--- src/rtl/ccuipe_pkg.sv ---
// ****************************************************************
// interrupt priority encoder shared definitions
// ****************************************************************
package ccuipe_pkg;

    // ************************************************************
    // register addresses
    // ************************************************************
    localparam logic [7:0] ADDR_SOURCE_CODE = 8'hde;
    localparam logic [7:0] ADDR_FLAGS       = 8'he9;
    localparam logic [7:0] ADDR_ENABLES     = 8'hc9;

    // ************************************************************
    // bit positions in flag and enable registers
    // ************************************************************
    localparam int BIT_CAPTURE_A = 0;
    localparam int BIT_CAPTURE_B = 1;
    localparam int BIT_RESERVED  = 2;
    localparam int BIT_COMPARE_A = 3;
    localparam int BIT_OVERFLOW  = 7;
    localparam int NUM_COMPARE   = 4;
    localparam int REG_WIDTH     = 8;
    localparam int CODE_WIDTH    = 3;

    // implemented bits; bit 2 is reserved and reads zero
    localparam logic [7:0] FLAG_IMPL_MASK = 8'hfb;
    localparam logic [7:0] FLAGS_RESET    = 8'h00;
    localparam logic [7:0] ENABLES_RESET  = 8'h00;
    localparam logic [7:0] RDATA_RESET    = 8'h00;

    // ************************************************************
    // encoded source codes
    // ************************************************************
    localparam logic [2:0] CODE_NONE      = 3'h0;
    localparam logic [2:0] CODE_COMPARE_D = 3'h1;
    localparam logic [2:0] CODE_COMPARE_C = 3'h2;
    localparam logic [2:0] CODE_COMPARE_B = 3'h3;
    localparam logic [2:0] CODE_COMPARE_A = 3'h4;
    localparam logic [2:0] CODE_CAPTURE_B = 3'h5;
    localparam logic [2:0] CODE_CAPTURE_A = 3'h6;
    localparam logic [2:0] CODE_OVERFLOW  = 3'h7;

    // ************************************************************
    // carriers
    // ************************************************************
    typedef struct packed {
        logic [7:0] addr;
        logic       wr;
        logic       rd;
        logic [7:0] wdata;
    } ccuipe_sfr_req_t;

    typedef struct packed {
        logic       overflow;
        logic       capture_a;
        logic       capture_b;
        logic [3:0] compare_match;
    } ccuipe_events_t;

endpackage : ccuipe_pkg

--- src/rtl/ccuipe_encoder.sv ---
`timescale 1ns/1ps
`default_nettype none
// ****************************************************************
// fixed priority encoder over masked flags
// ****************************************************************
module ccuipe_encoder (
    input  wire logic [7:0] masked_in,
    output logic      [2:0] code_out
);

    wire logic ovf  = masked_in[ccuipe_pkg::BIT_OVERFLOW];
    wire logic cap_a = masked_in[ccuipe_pkg::BIT_CAPTURE_A];
    wire logic cap_b = masked_in[ccuipe_pkg::BIT_CAPTURE_B];
    wire logic cmp_a = masked_in[ccuipe_pkg::BIT_COMPARE_A];
    wire logic cmp_b = masked_in[ccuipe_pkg::BIT_COMPARE_A + 1];
    wire logic cmp_c = masked_in[ccuipe_pkg::BIT_COMPARE_A + 2];
    wire logic cmp_d = masked_in[ccuipe_pkg::BIT_COMPARE_A + 3];

    // overflow highest, compare d lowest
    assign code_out = ovf   ? ccuipe_pkg::CODE_OVERFLOW  :
                      cap_a ? ccuipe_pkg::CODE_CAPTURE_A :
                      cap_b ? ccuipe_pkg::CODE_CAPTURE_B :
                      cmp_a ? ccuipe_pkg::CODE_COMPARE_A :
                      cmp_b ? ccuipe_pkg::CODE_COMPARE_B :
                      cmp_c ? ccuipe_pkg::CODE_COMPARE_C :
                      cmp_d ? ccuipe_pkg::CODE_COMPARE_D :
                              ccuipe_pkg::CODE_NONE;

endmodule : ccuipe_encoder
`default_nettype wire

--- src/rtl/ccuipe_top.sv ---
`timescale 1ns/1ps
`default_nettype none
// Function
// - seven sources share one interrupt vector
// - each flag anded with its enable
// - fixed priority overflow, captures, then compares
// - codes 111 overflow, 110/101 captures, 000 none
// - compare codes 100, 011, 010, 001
// - code in bits 2:0, read-only, resets zero
// - writing zero clears that flag only
// - flag layout, bit 2 reserved, reset zero
// - events set flags; compare needs channel enable
// - enable register mirrors flags, resets zero
module ccuipe_top #(
    parameter int NUM_FLAGS = ccuipe_pkg::REG_WIDTH
) (
    input  wire logic                       clk_in,
    input  wire logic                       sys_rst_in,
    input  wire ccuipe_pkg::ccuipe_sfr_req_t sfr_req_in,
    input  wire ccuipe_pkg::ccuipe_events_t  events_in,
    input  wire logic [3:0]                 compare_chan_en_in,
    output logic      [7:0]                 sfr_rdata_out,
    output logic      [2:0]                 encoded_source_out,
    output logic                            irq_out
);

    // ************************************************************
    // state
    // ************************************************************
    logic [7:0] flags_q;
    logic [7:0] flags_d;
    logic [7:0] enables_q;
    logic [7:0] enables_d;
    logic [2:0] code_q;
    logic [2:0] code_d;
    logic [7:0] rdata_q;
    logic [7:0] rdata_d;

    // ************************************************************
    // address decode
    // ************************************************************
    wire logic hit_flags   = sfr_req_in.addr == ccuipe_pkg::ADDR_FLAGS;
    wire logic hit_enables = sfr_req_in.addr == ccuipe_pkg::ADDR_ENABLES;
    wire logic hit_code    = sfr_req_in.addr == ccuipe_pkg::ADDR_SOURCE_CODE;
    wire logic wr_flags    = sfr_req_in.wr && hit_flags;
    wire logic wr_enables  = sfr_req_in.wr && hit_enables;

    // ************************************************************
    // hardware set requests, one per flag position
    // ************************************************************
    logic [7:0] set_vec;
    logic [3:0] compare_set;

    genvar ci;
    generate
        for (ci = 0; ci < ccuipe_pkg::NUM_COMPARE; ci++) begin : g_compare
            // a match on a disabled channel never raises its flag
            assign compare_set[ci] = events_in.compare_match[ci]
                                   & compare_chan_en_in[ci];
        end
    endgenerate

    assign set_vec[ccuipe_pkg::BIT_CAPTURE_A] = events_in.capture_a;
    assign set_vec[ccuipe_pkg::BIT_CAPTURE_B] = events_in.capture_b;
    assign set_vec[ccuipe_pkg::BIT_RESERVED]  = 1'b0;
    assign set_vec[ccuipe_pkg::BIT_COMPARE_A +: ccuipe_pkg::NUM_COMPARE] = compare_set;
    assign set_vec[ccuipe_pkg::BIT_OVERFLOW]  = events_in.overflow;

    // ************************************************************
    // software clear: a zero written to a bit clears it
    // ************************************************************
    logic [7:0] clr_vec;

    // ones written are ignored, so a read-modify-write cannot
    // raise a flag; only hardware events set flags
    assign clr_vec = wr_flags ? ~sfr_req_in.wdata : ccuipe_pkg::FLAGS_RESET;

    // ************************************************************
    // flag bits
    // ************************************************************
    genvar gi;
    generate
        for (gi = 0; gi < NUM_FLAGS; gi++) begin : g_flag
            if (ccuipe_pkg::FLAG_IMPL_MASK[gi]) begin : g_impl
                // set wins over a clear in the same cycle
                assign flags_d[gi] = set_vec[gi] | (flags_q[gi] & ~clr_vec[gi]);
            end else begin : g_rsvd
                assign flags_d[gi] = 1'b0;
            end
        end
    endgenerate

    always_ff @(posedge clk_in) begin
        if (sys_rst_in) begin
            flags_q <= ccuipe_pkg::FLAGS_RESET;
        end else begin
            flags_q <= flags_d;
        end
    end

    // ************************************************************
    // enable register
    // ************************************************************
    generate
        for (gi = 0; gi < NUM_FLAGS; gi++) begin : g_enable
            if (ccuipe_pkg::FLAG_IMPL_MASK[gi]) begin : g_impl
                assign enables_d[gi] = wr_enables ? sfr_req_in.wdata[gi]
                                                  : enables_q[gi];
            end else begin : g_rsvd
                // reserved position ignores written ones
                assign enables_d[gi] = 1'b0;
            end
        end
    endgenerate

    always_ff @(posedge clk_in) begin
        if (sys_rst_in) begin
            enables_q <= ccuipe_pkg::ENABLES_RESET;
        end else begin
            enables_q <= enables_d;
        end
    end

    // ************************************************************
    // named views of the flag register
    // ************************************************************
    wire logic timer_overflow_flag = flags_q[ccuipe_pkg::BIT_OVERFLOW];
    wire logic capture_a_flag      = flags_q[ccuipe_pkg::BIT_CAPTURE_A];
    wire logic capture_b_flag      = flags_q[ccuipe_pkg::BIT_CAPTURE_B];
    wire logic compare_a_flag      = flags_q[ccuipe_pkg::BIT_COMPARE_A];
    wire logic compare_b_flag      = flags_q[ccuipe_pkg::BIT_COMPARE_A + 1];
    wire logic compare_c_flag      = flags_q[ccuipe_pkg::BIT_COMPARE_A + 2];
    wire logic compare_d_flag      = flags_q[ccuipe_pkg::BIT_COMPARE_A + 3];

    // ************************************************************
    // named views of the enable register
    // ************************************************************
    wire logic overflow_irq_enable  = enables_q[ccuipe_pkg::BIT_OVERFLOW];
    wire logic capture_a_irq_enable = enables_q[ccuipe_pkg::BIT_CAPTURE_A];
    wire logic capture_b_irq_enable = enables_q[ccuipe_pkg::BIT_CAPTURE_B];
    wire logic compare_a_irq_enable = enables_q[ccuipe_pkg::BIT_COMPARE_A];
    wire logic compare_b_irq_enable = enables_q[ccuipe_pkg::BIT_COMPARE_A + 1];
    wire logic compare_c_irq_enable = enables_q[ccuipe_pkg::BIT_COMPARE_A + 2];
    wire logic compare_d_irq_enable = enables_q[ccuipe_pkg::BIT_COMPARE_A + 3];

    // ************************************************************
    // masking and encoding
    // ************************************************************
    logic [7:0] masked;

    // a disabled flag stays visible in the flag register but
    // cannot reach the encoder
    wire logic overflow_pend  = timer_overflow_flag & overflow_irq_enable;
    wire logic capture_a_pend = capture_a_flag & capture_a_irq_enable;
    wire logic capture_b_pend = capture_b_flag & capture_b_irq_enable;
    wire logic compare_a_pend = compare_a_flag & compare_a_irq_enable;
    wire logic compare_b_pend = compare_b_flag & compare_b_irq_enable;
    wire logic compare_c_pend = compare_c_flag & compare_c_irq_enable;
    wire logic compare_d_pend = compare_d_flag & compare_d_irq_enable;

    assign masked[ccuipe_pkg::BIT_CAPTURE_A]     = capture_a_pend;
    assign masked[ccuipe_pkg::BIT_CAPTURE_B]     = capture_b_pend;
    assign masked[ccuipe_pkg::BIT_RESERVED]      = 1'b0;
    assign masked[ccuipe_pkg::BIT_COMPARE_A]     = compare_a_pend;
    assign masked[ccuipe_pkg::BIT_COMPARE_A + 1] = compare_b_pend;
    assign masked[ccuipe_pkg::BIT_COMPARE_A + 2] = compare_c_pend;
    assign masked[ccuipe_pkg::BIT_COMPARE_A + 3] = compare_d_pend;
    assign masked[ccuipe_pkg::BIT_OVERFLOW]      = overflow_pend;

    ccuipe_encoder u_encoder (
        .masked_in (masked),
        .code_out  (code_d)
    );

    // code registered so reads and the request see one stable value
    // limitation: the code trails a flag change by one cycle
    always_ff @(posedge clk_in) begin
        if (sys_rst_in) begin
            code_q <= ccuipe_pkg::CODE_NONE;
        end else begin
            code_q <= code_d;
        end
    end

    assign encoded_source_out = code_q;

    // ************************************************************
    // request toward the core
    // ************************************************************
    // one request line shared by all seven sources
    assign irq_out = code_q != ccuipe_pkg::CODE_NONE;

    // ************************************************************
    // read path
    // ************************************************************
    logic [7:0] code_word;
    logic [7:0] read_mux;

    // upper five bits of the code register read zero
    assign code_word = {{(ccuipe_pkg::REG_WIDTH - ccuipe_pkg::CODE_WIDTH){1'b0}}, code_q};

    assign read_mux = hit_code    ? code_word :
                      hit_flags   ? flags_q   :
                      hit_enables ? enables_q :
                                    ccuipe_pkg::RDATA_RESET;

    // unmapped reads return zero; data holds until the next read
    // a read in a write's cycle returns the value before the write
    assign rdata_d = sfr_req_in.rd ? read_mux : rdata_q;

    always_ff @(posedge clk_in) begin
        if (sys_rst_in) begin
            rdata_q <= ccuipe_pkg::RDATA_RESET;
        end else begin
            rdata_q <= rdata_d;
        end
    end

    assign sfr_rdata_out = rdata_q;

endmodule : ccuipe_top
`default_nettype wire

--- config.mk ---
export PLATFORM = sky130hd
export DESIGN_NAME = ccuipe_top
export DESIGN_NICKNAME = d
export VERILOG_FILES = /design/src/rtl/ccuipe_pkg.sv /design/src/rtl/ccuipe_encoder.sv /design/src/rtl/ccuipe_top.sv
export SDC_FILE = /design/constraint.sdc
export NUM_CORES = 1
export LEC_CHECK = 0
export BUFFER_PORTS_ARGS = -buffer_cell sky130_fd_sc_hd__buf_2
export CORE_ASPECT_RATIO = 0.8
export CORE_MARGIN = 4
export CORE_UTILIZATION = 44
export DETAILED_ROUTE_END_ITERATION = 6
export GPL_TIMING_DRIVEN = 0
export PLACE_DENSITY = 0.8
export SLEW_MARGIN = 20
export SYNTH_ARGS = -nofsm -noshare
export SYNTH_HDL_FRONTEND = slang
export SYNTH_HIERARCHICAL = 1
export SYNTH_SLANG_ARGS = --single-unit
--- constraint.sdc ---
create_clock -name clk_in -period 1.4 [get_ports clk_in]
set_input_delay 0.42 -clock clk_in [delete_from_list [all_inputs] [get_ports clk_in]]
set_output_delay 0.42 -clock clk_in [all_outputs]
set_load 0.005 [all_outputs]
After elaboration in Yosys (flattened, before gate mapping)
Cells that the tools add are included.
{"block": "totals", "romBits": 0, "reg_bits": 27, "memories": 0, "out_inout_bits": 12, "latchBits": 0, "ramBits": 0, "in_bits": 31, "elab_cells": 56}
{"block": "classes", "order_cmp": 0, "div": 0, "n_bitwise": 33, "shift": 0, "n_mux": 11, "mul": 0, "n_eq_ne": 3, "n_reduce_logical": 3, "n_addsub": 0}
{"cell": "$mux W8", "count": 4}
{"cell": "$eq A8 B8 Y1 const B", "count": 3}
{"cell": "$and A1 B1 Y1", "count": 18}
{"cell": "$mux W3", "count": 6}
{"cell": "$not A8 Y8", "count": 1}
{"cell": "$not A1 Y1", "count": 7}
{"cell": "$or A1 B1 Y1", "count": 7}
{"cell": "$reduce_bool A3 Y1", "count": 1}
{"cell": "$logic_and A1 B1 Y1", "count": 2}
{"cell": "$mux W1", "count": 1}

Logic depth before layout (Yosys ltp)
Gate-level depths: netlist of run 1.
{"block": "logic_depth", "depth_word": 8, "depth_mapped": 5}

Modules after synthesis
Netlist of run 1, hierarchy kept.
{"mod": "ccuipe_top", "area_per_inst_um2": 1194.9, "seq_area_each_um2": 500.5, "cells_per_inst": 130, "instances": 1}
{"mod": "ccuipe_encoder", "area_per_inst_um2": 45.0, "seq_area_each_um2": 0.0, "cells_per_inst": 10, "instances": 1}

Least setup slack after synthesis of run 1
No wires, ideal clock.
{"block": "synth_path", "path_type": "input port to flip-flop", "start": "input sfr_req_in[11] (netlist name)", "end": "register flags_q[0]", "t_required_ns": 1.266, "path_stages": 4, "path_slack_ns": 0.006, "t_arrival_ns": 1.260, "n_path_buf": 1, "path_cell_list": "nor4b_4 > and4_1 > buf_2 > a211oi_1"}
{"block": "synth_via", "elab_chain_len": 6}
{"item": "from (decl)", "line": "ccuipe_top.sv:19", "text": "input wire ccuipe_pkg::ccuipe_sfr_req_t sfr_req_in,"}
{"item": "$eq A8 B8 Y1", "line": "ccuipe_top.sv:42", "text": "wire logic hit_flags = sfr_req_in.addr == ccuipe_pkg::ADDR_FLAGS;"}
{"item": "$logic_and A1 B1 Y1", "line": "ccuipe_top.sv:45", "text": "wire logic wr_flags = sfr_req_in.wr && hit_flags;"}
{"item": "$mux W8", "line": "ccuipe_top.sv:76", "text": "assign clr_vec = wr_flags ? ~sfr_req_in.wdata : ccuipe_pkg::FLAGS_RESET;"}
{"item": "$not A1 Y1", "line": "ccuipe_top.sv:86", "text": "assign flags_d[gi] = set_vec[gi] | (flags_q[gi] & ~clr_vec[gi]);"}
{"item": "$and A1 B1 Y1", "line": "ccuipe_top.sv:86"}
{"item": "$or A1 B1 Y1", "line": "ccuipe_top.sv:86"}
{"item": "to (signal assigned)", "line": "ccuipe_top.sv:95", "text": "flags_q <= ccuipe_pkg::FLAGS_RESET;"}
{"item": "to (signal assigned)", "line": "ccuipe_top.sv:97", "text": "flags_q <= flags_d;"}
{"item": "to (decl)", "line": "ccuipe_top.sv:30", "text": "logic [7:0] flags_q;"}
Every way passes these cells.
A chain may end at the register's enable or synchronous reset.

Final worst setup path of run 1
{"block": "layout_path", "start": "register code_q[0], in the netlist encoded_source_out[0]", "end": "output irq_out"}
{"block": "layout_via", "elab_chain_len": 1}
{"item": "from (decl)", "line": "ccuipe_top.sv:34", "text": "logic [2:0] code_q;"}
{"item": "from (signal assigned)", "line": "ccuipe_top.sv:179", "text": "code_q <= ccuipe_pkg::CODE_NONE;"}
{"item": "from (signal assigned)", "line": "ccuipe_top.sv:181", "text": "code_q <= code_d;"}
{"item": "$reduce_bool A3 Y1", "line": "ccuipe_top.sv:191", "text": "assign irq_out = code_q != ccuipe_pkg::CODE_NONE;"}
{"item": "to (decl)", "line": "ccuipe_top.sv:24", "text": "output logic irq_out"}
Every way passes these cells.

==> flow_summary.toml, run 1 <==
[synth]
synth_area_um2 = 1236
yosysWarnings = 6
synth.avg_cell_area_um2 = 8.893
synth_fp_nets = 170
synthCells = 139

[placed_design]
gp_congestion = 0.8174
dpl_worst_slack_ps = -349.5
portBuffers = 40
hpwl_um = 2288
place_area_um2 = 1481

[die]
coreArea_um2 = 2562
io_pins = 43
placementRows = 16
fp.dieW_um = 67.26
die_area_um2 = 3727
initial_core_util_pct = 48.24
fp.dieH_um = 55.41

[layout]
fin_nets = 222
syn2layout_area_growth_pct = 27.23
fillers = 248
diodes = 0
final_common_cell = "buf_2"
drive_above_1_share_pct = 33.68
finalInstanceArea_um2 = 1573
layout_common_cells = "buf_2 (42), dfxtp_1 (23), nand2b_1 (20), a21oi_1 (16), nor2_1 (9)"

[setup_path]
cp_max_fo = 2
r2r-end = "encoded_source_out[0]$_SDFF_PP0_"
crit_path_max_incr_delay_ps = 350
reg2reg_slack_ps = 320
cp.arrival_ps = 1140
crit_chain = "or3_1 -> buf_2"
setup.worst_path.end_class = "primary output"
crit_buf_inv = 1
cp_top_family = "simple AND/OR/NAND/NOR gates"
critPathLaunchType = "flip-flop"
worstPathRequired_ps = 980
cp_slowest_cell = "or3_1"
worstRegToRegCells = 5
worst-path-stages = 2
crit_type = "flip-flop to primary output"
rr_startpoint = "flags_q[0]$_SDFF_PP0_"

[timing]
fin_crit_ps = 1557
setup_violations = 2
finalClockSkew_ps = 8.708
finalSetupTns_ps = -169.3
rsz0062_at_grt = "true"
maxSlewViolCount = 0
worst_pin_slew_ps = 443.6
timing.final.crit_share_pct = 111.2
fmax_mhz = 642.2
max_slew_margin_pct = 70.43
setup_slack_ps = -157.1
finalHoldViolations = 0

[clocking]
htree_levels = 1
cts-hold-fix-buffers = 0
cts_tree = "yes"
clock_latency_ps = 320
clock_sinks = 25
cts_root_buf = "clkbuf_4"
cts-buffers-inserted = 3
clk_pin_slew_worst_paths_ps = 130
clockBufferDepth = 2

[status]
violations = "negative setup slack"
status = "finished with violations"

[detailed_routing]
vias_per_cell = 5.088
first_pass_iters = 4
num_vias = 1150
post-route-drc-count = 0
drt-total-wl_um = 2924
antenna_left = 0
wl_per_cell_um = 12.94
drt_iter0_drc = 41

[global_routing]
grt-ovfl-total = 0
antenna_found_initial = 0
grt_max_degree = 14
grt_pass1_wl_um = 4747
grt_util_all_layers_pct = 16.12
grt_pass1_vias = 1040

[hold_path]
hold_path.class = "input pin to flip-flop"
holdPathStages = 3
whs_endpoint = "enables_q[7]$_SDFFE_PP0P_"
hold_start = "sfr_req_in[7]"

[power_and_ir_drop]
leakage_nw = 0.7272
power_mw = 1.202
ir_drop_mv = 0.4699
power_density_nw_per_um2 = 764.3

[run]
maxCapViolations = 0
[area by class of cell]
cell class | count | area (um2) | area share [%]
Inverter | 4 | 15.01 | 0.9547
Sequential cell | 25 | 503.0 | 31.98
Clock buffer | 4 | 26.28 | 1.671
Buffer | 8 | 41.29 | 2.625
Timing Repair Buffer | 47 | 262.8 | 16.71
Tap cell | 36 | 45.04 | 2.864
Multi-Input combinational cell | 102 | 679.4 | 43.20
[through the flow]
step | std cells | util (%) | hold WS, ps
CTS | 221 | 59.52 | 343.8
finish | 226 | 61.38 | 350.0
detailed placement | 215 | 57.81 | 457.5
global placement | 215 | 57.81 | 438.3
floorplan | 139 | - | 456.9
global route | 226 | 61.38 | 349.2
[registers in the layout, summed over array words and instances, names as in the netlist]
register            cells
sfr_rdata_out           8
enables_q               7
flags_q                 7
encoded_source_out      3
[report_power, final]
part | internal [mW] | switching [mW] | leakage [nW]
Sequential | 0.726 | 0.0107 | 0.204
Clock | 0.111 | 0.208 | 0.0150
Combinational | 0.0748 | 0.0713 | 0.508
Total | 0.912 | 0.290 | 0.727
[routing by layer]
metal	wire length, um	global-route usage (%)
met1	1382	22.37
met2	1312	25.07
met3	220	4.462
met4	8	2.601
met5	0	0
[worst min-delay path, stage by stage]
cell	delay [ps]
buf_2	110
nand2b_1	60
mux2i_1	50
[worst max path at each step]
| stage | end | slack [ps] | start |
|---|---|---|---|
| after floorplan | flags_q[0]$_SDFF_PP0_ | 6 | sfr_req_in[11] |
| after global placement | flags_q[3]$_SDFF_PP0_ | -290 | sfr_req_in[11] |
| after detailed placement | flags_q[1]$_SDFF_PP0_ | -350 | sfr_req_in[11] |
| after CTS | irq_out | -170 | encoded_source_out[0]$_SDFF_PP0_ |
| after global routing | irq_out | -200 | encoded_source_out[0]$_SDFF_PP0_ |
| final | irq_out | -160 | encoded_source_out[0]$_SDFF_PP0_ |
[repair_timing]
action | CTS | global route
pin swaps | 1 | 1
endpoints found under the setup margin | 1 | 10
buffers inserted | 2 | 5
resized for setup | 2 | 2
No activity file was read; power rests on OpenSTA's default activity.
==> run 2: changes to the inputs <==
- CORE_UTILIZATION: 44 -> 52
- PLACE_DENSITY: 0.8 -> 0.89
- clock period: 1.4 -> 1.9 ns (I/O delays scaled with it)
==> flow_summary.toml, run 2 (synthesis results as in run 1) <==
[detailed_routing]
num_vias = 1141
post-route-drc-count = 0
first_pass_iters = 4
drt_iter0_drc = 39
antenna_left = 0
wl_per_cell_um = 13.95
vias_per_cell = 5.486
drt-total-wl_um = 2902

[timing]
maxSlewViolCount = 0
finalSetupTns_ps = 0
setup_violations = 0
finalHoldViolations = 0
finalClockSkew_ps = 6.568
timing.final.crit_share_pct = 89.52
fin_crit_ps = 1701
worst_pin_slew_ps = 509.8
max_slew_margin_pct = 65.87
fmax_mhz = 587.9
rsz0062_at_grt = "false"

[layout]
largest_reg_flops = 8
fin_nets = 215
drive_above_1_share_pct = 30.05
diodes = 0
fin_util_pct = 67.46
final_common_cell = "buf_2"
syn2layout_area_growth_pct = 20.85
fillers = 193
layout_common_cells = "buf_2 (43), dfxtp_1 (25), nand2b_1 (20), a21oi_1 (16), nor2_1 (9)"

[clocking]
clockBufferDepth = 2
cts_root_buf = "clkbuf_4"
cts-buffers-inserted = 3
clk_pin_slew_worst_paths_ps = 120
clock_latency_ps = 320
cts_tree = "yes"
cts-resized-gates = 0
htree_levels = 1
clock_sinks = 25
cts-hold-fix-buffers = 0
cts_setup_buffers = 0

[setup_path]
cp_max_fo = 3
setup.worst_path.end_class = "primary output"
worstPathRequired_ps = 1330
cp.arrival_ps = 1130
critPathLaunch = "encoded_source_out[2]$_SDFF_PP0_"
critPathLaunchType = "flip-flop"
rr_startpoint = "flags_q[5]$_SDFF_PP0_"
crit_path_max_incr_delay_ps = 350
crit_type = "flip-flop to primary output"
crit_chain = "or3_1 -> buf_2"
cp_slowest_cell = "or3_1"

[placed_design]
portBuffers = 40
hpwl_um = 2272
gp_congestion = 0.8227

[die]
fp.dieH_um = 51.61
fp.dieW_um = 62.51
initial_core_util_pct = 55.82
placementRows = 15
die_area_um2 = 3226
io_pins = 43
coreArea_um2 = 2215

[power_and_ir_drop]
leakage_nw = 0.6870
ir_drop_mv = 0.4404
power_mw = 0.8778
power_density_nw_per_um2 = 587.6

[status]
status = "finished clean"

[global_routing]
grt_pass1_vias = 1088
grt_util_all_layers_pct = 19.26
grt_max_degree = 14
grt_pass1_wl_um = 4864
antenna_found_initial = 0
grt-ovfl-total = 0

[hold_path]
hold_start = "sfr_rdata_out[7]$_SDFFE_PP0P_"
hold_path.class = "flip-flop to flip-flop"

[run]
maxCapViolations = 0
run 2: cell count changes in the layout (fill, tap and decap cells not counted):
| cell | previous run | this run |
|---|---|---|
| dfxtp_2 | 2 | 0 |
| dfxtp_1 | 23 | 25 |
| buf_4 | 6 | 0 |
| buf_6 | 3 | 1 |
| buf_2 | 42 | 43 |
run 2: cell type report:
type	count	area [um2]	share of cell area (%)
Buffer	8	41.29	2.764
Clock buffer	4	26.28	1.759
Inverter	4	15.01	1.005
Multi-Input combinational cell	102	679.4	45.48
Sequential cell	25	500.5	33.50
Tap cell	25	31.28	2.094
Timing Repair Buffer	40	200.2	13.40
run 2: worst paths after layout:
kind / cells past startpoint / slack [ps] / to
max reg2reg: 5 / 790 / encoded_source_out[0]$_SDFF_PP0_
min reg2reg: 2 / 480 / sfr_rdata_out[7]$_SDFFE_PP0P_
max: 2 / 200 / irq_out
min: 2 / 480 / sfr_rdata_out[7]$_SDFFE_PP0P_
run 2: routing by layer:
layer	vias to the layer above	part of all wire (%)	global-route usage [%]
li1	578	-	-
met1	521	43	21.30
met2	37	49	35.22
met3	5	7.0	5.400
met4	0	1.2	8.059
met5	-	0	0
run 2: metrics by stage:
step / hold WS, ps / instance area [um2] / cells / setup slack, ps
2_1_floorplan: 456.9 / 1236 / 139 / 356.2
3_3_place_gp: 438.4 / 1468 / 204 / 77.99
3_5_place_dp: 463.3 / 1468 / 204 / 23.73
4_1_cts: 483.5 / 1494 / 208 / 190.6
5_1_grt: 498.8 / 1494 / 208 / 114.8
6_report: 478.7 / 1494 / 208 / 199.1
run 2: critical path, delay by kind of cell, from the launching register on:
family	cells	cell delay (ps)
simple gates	1	350
buf+inv	1	130
flops	1	340
run 2: where the power goes:
| part | leakage (nW) | switching (mW) | internal [mW] | total [mW] |
|---|---|---|---|---|
| Combinational | 0.469 | 0.0501 | 0.0524 | 0.103 |
| Sequential | 0.203 | 0.00815 | 0.535 | 0.543 |
| Clock | 0.0150 | 0.150 | 0.0823 | 0.232 |
==> run 3: changes to the inputs <==
- BUFFER_PORTS_ARGS: -buffer_cell sky130_fd_sc_hd__buf_2 -> -buffer_cell sky130_fd_sc_hd__buf_4
==> flow_summary.toml, run 3 (synthesis results as in run 1) <==
[status]
status = "finished clean"

[global_routing]
grt_pass1_wl_um = 5230
busiest_layer = "met2"
antenna_found_initial = 0
grt_util_met1_pct = 22.31
grt_util_all_layers_pct = 20.47
grt_pass1_vias = 1142
use_met2_pct = 38.41
grt-ovfl-total = 0
grt_max_degree = 14
use_met3_pct = 7.991

[clocking]
cts_tree = "yes"
cts_setup_buffers = 0
cts-resized-gates = 0
cts-buffers-inserted = 3
clockBufferDepth = 2
clock_latency_ps = 320
clock_sinks = 25
cts-hold-fix-buffers = 0
htree_levels = 1
cts_root_buf = "clkbuf_4"
clk_pin_slew_worst_paths_ps = 130

[setup_path]
rr_startpoint = "flags_q[0]$_SDFF_PP0_"
crit_chain = "or3_1 -> buf_4"
crit_path_max_incr_delay_ps = 360
setup.worst_path.end_class = "primary output"
worstRegToRegCells = 5
cp_max_fo = 3
critPathLaunch = "encoded_source_out[2]$_SDFF_PP0_"
crit_type = "flip-flop to primary output"
critPathLaunchType = "flip-flop"
cp_slowest_cell = "or3_1"
reg2reg_slack_ps = 830
worstPathRequired_ps = 1330
cp.arrival_ps = 1180

[placed_design]
placed_cells = 204
gp_congestion = 0.7764
portBuffers = 40
hpwl_um = 2351
dpl_worst_slack_ps = 17.30

[timing]
setup_violations = 0
rsz0062_at_grt = "false"
finalSetupTns_ps = 0
maxSlewViolCount = 0
setup_slack_ps = 153.6
timing.final.crit_share_pct = 91.92
fin_crit_ps = 1746
finalHoldViolations = 0
fmax_mhz = 572.6
worst_pin_slew_ps = 532.3
finalClockSkew_ps = 3.210
max_slew_margin_pct = 64.36

[detailed_routing]
num_vias = 1141
post-route-drc-count = 0
wl_per_cell_um = 14.31
first_pass_iters = 4
drt-total-wl_um = 2976
antenna_left = 0
vias_per_cell = 5.486
drt_iter0_drc = 19

[die]
io_pins = 43
fp.dieH_um = 51.61
initial_core_util_pct = 55.82
die_area_um2 = 3226
fp.dieW_um = 62.51
placementRows = 15
coreArea_um2 = 2215

[run]
maxCapViolations = 0

[layout]
final_common_cell = "buf_4"
fin_cells = 208
fin_nets = 215
drive_above_1_share_pct = 30.05
diodes = 0
layout_common_cells = "buf_4 (40), dfxtp_1 (25), nand2b_1 (20), a21oi_1 (16), nor2_1 (9)"
largest_reg_flops = 8
syn2layout_area_growth_pct = 28.95
fin_util_pct = 71.98

[power_and_ir_drop]
leakage_nw = 0.7096
power_mw = 0.9005
ir_drop_mv = 0.3556
power_density_nw_per_um2 = 564.9

[hold_path]
holdPathStages = 2
hold_start = "sfr_rdata_out[5]$_SDFFE_PP0P_"
hold_path.class = "flip-flop to flip-flop"
==> run 3: critical path, delay by kind of cell (launching register included) <==
family                 cells  cell delay [ps]
flip-flops                 1              350
AND/OR/NAND/NOR            1              360
buffers and inverters      1              140
==> run 3: layout make-up <==
cell class	count	area, um2
well taps	25	31.28
flip-flops and latches	25	500.5
plain buffers	8	41.29
multi-input cells	102	679.4
clock buffers	4	26.28
repair buffers	40	300.3
fillers	190	620.6
inverters	4	15.01
==> run 3: power breakdown <==
part | switching [mW] | internal (mW)
clock | 0.156 | 0.0823
sequential | 0.00831 | 0.535
combinational | 0.0507 | 0.0687
==> run 3: worst paths after layout <==
path | endpoint
worst min register to register | sfr_rdata_out[5]$_SDFFE_PP0P_
worst max register to register | encoded_source_out[0]$_SDFF_PP0_
worst min-delay path | sfr_rdata_out[5]$_SDFFE_PP0P_
worst max-delay path | irq_out
==> run 3: metrics by stage <==
| step | hold slack (ps) | area (um2) |
|---|---|---|
| finish | 484.2 | 1594 |
| detailed placement | 465.1 | 1568 |
| global route | 497.5 | 1594 |
| CTS | 485.3 | 1594 |
| floorplan | 456.9 | 1236 |
| global placement | 445.8 | 1568 |
==> run 3: metal layers <==
layer / wire length, um / vias up / share of wire (%)
met4: 13 / 0 / 0.44
met5: 0 / - / 0
li1: - / 574 / -
met2: 1510 / 37 / 51
met1: 1193 / 528 / 40
met3: 259 / 2 / 8.7
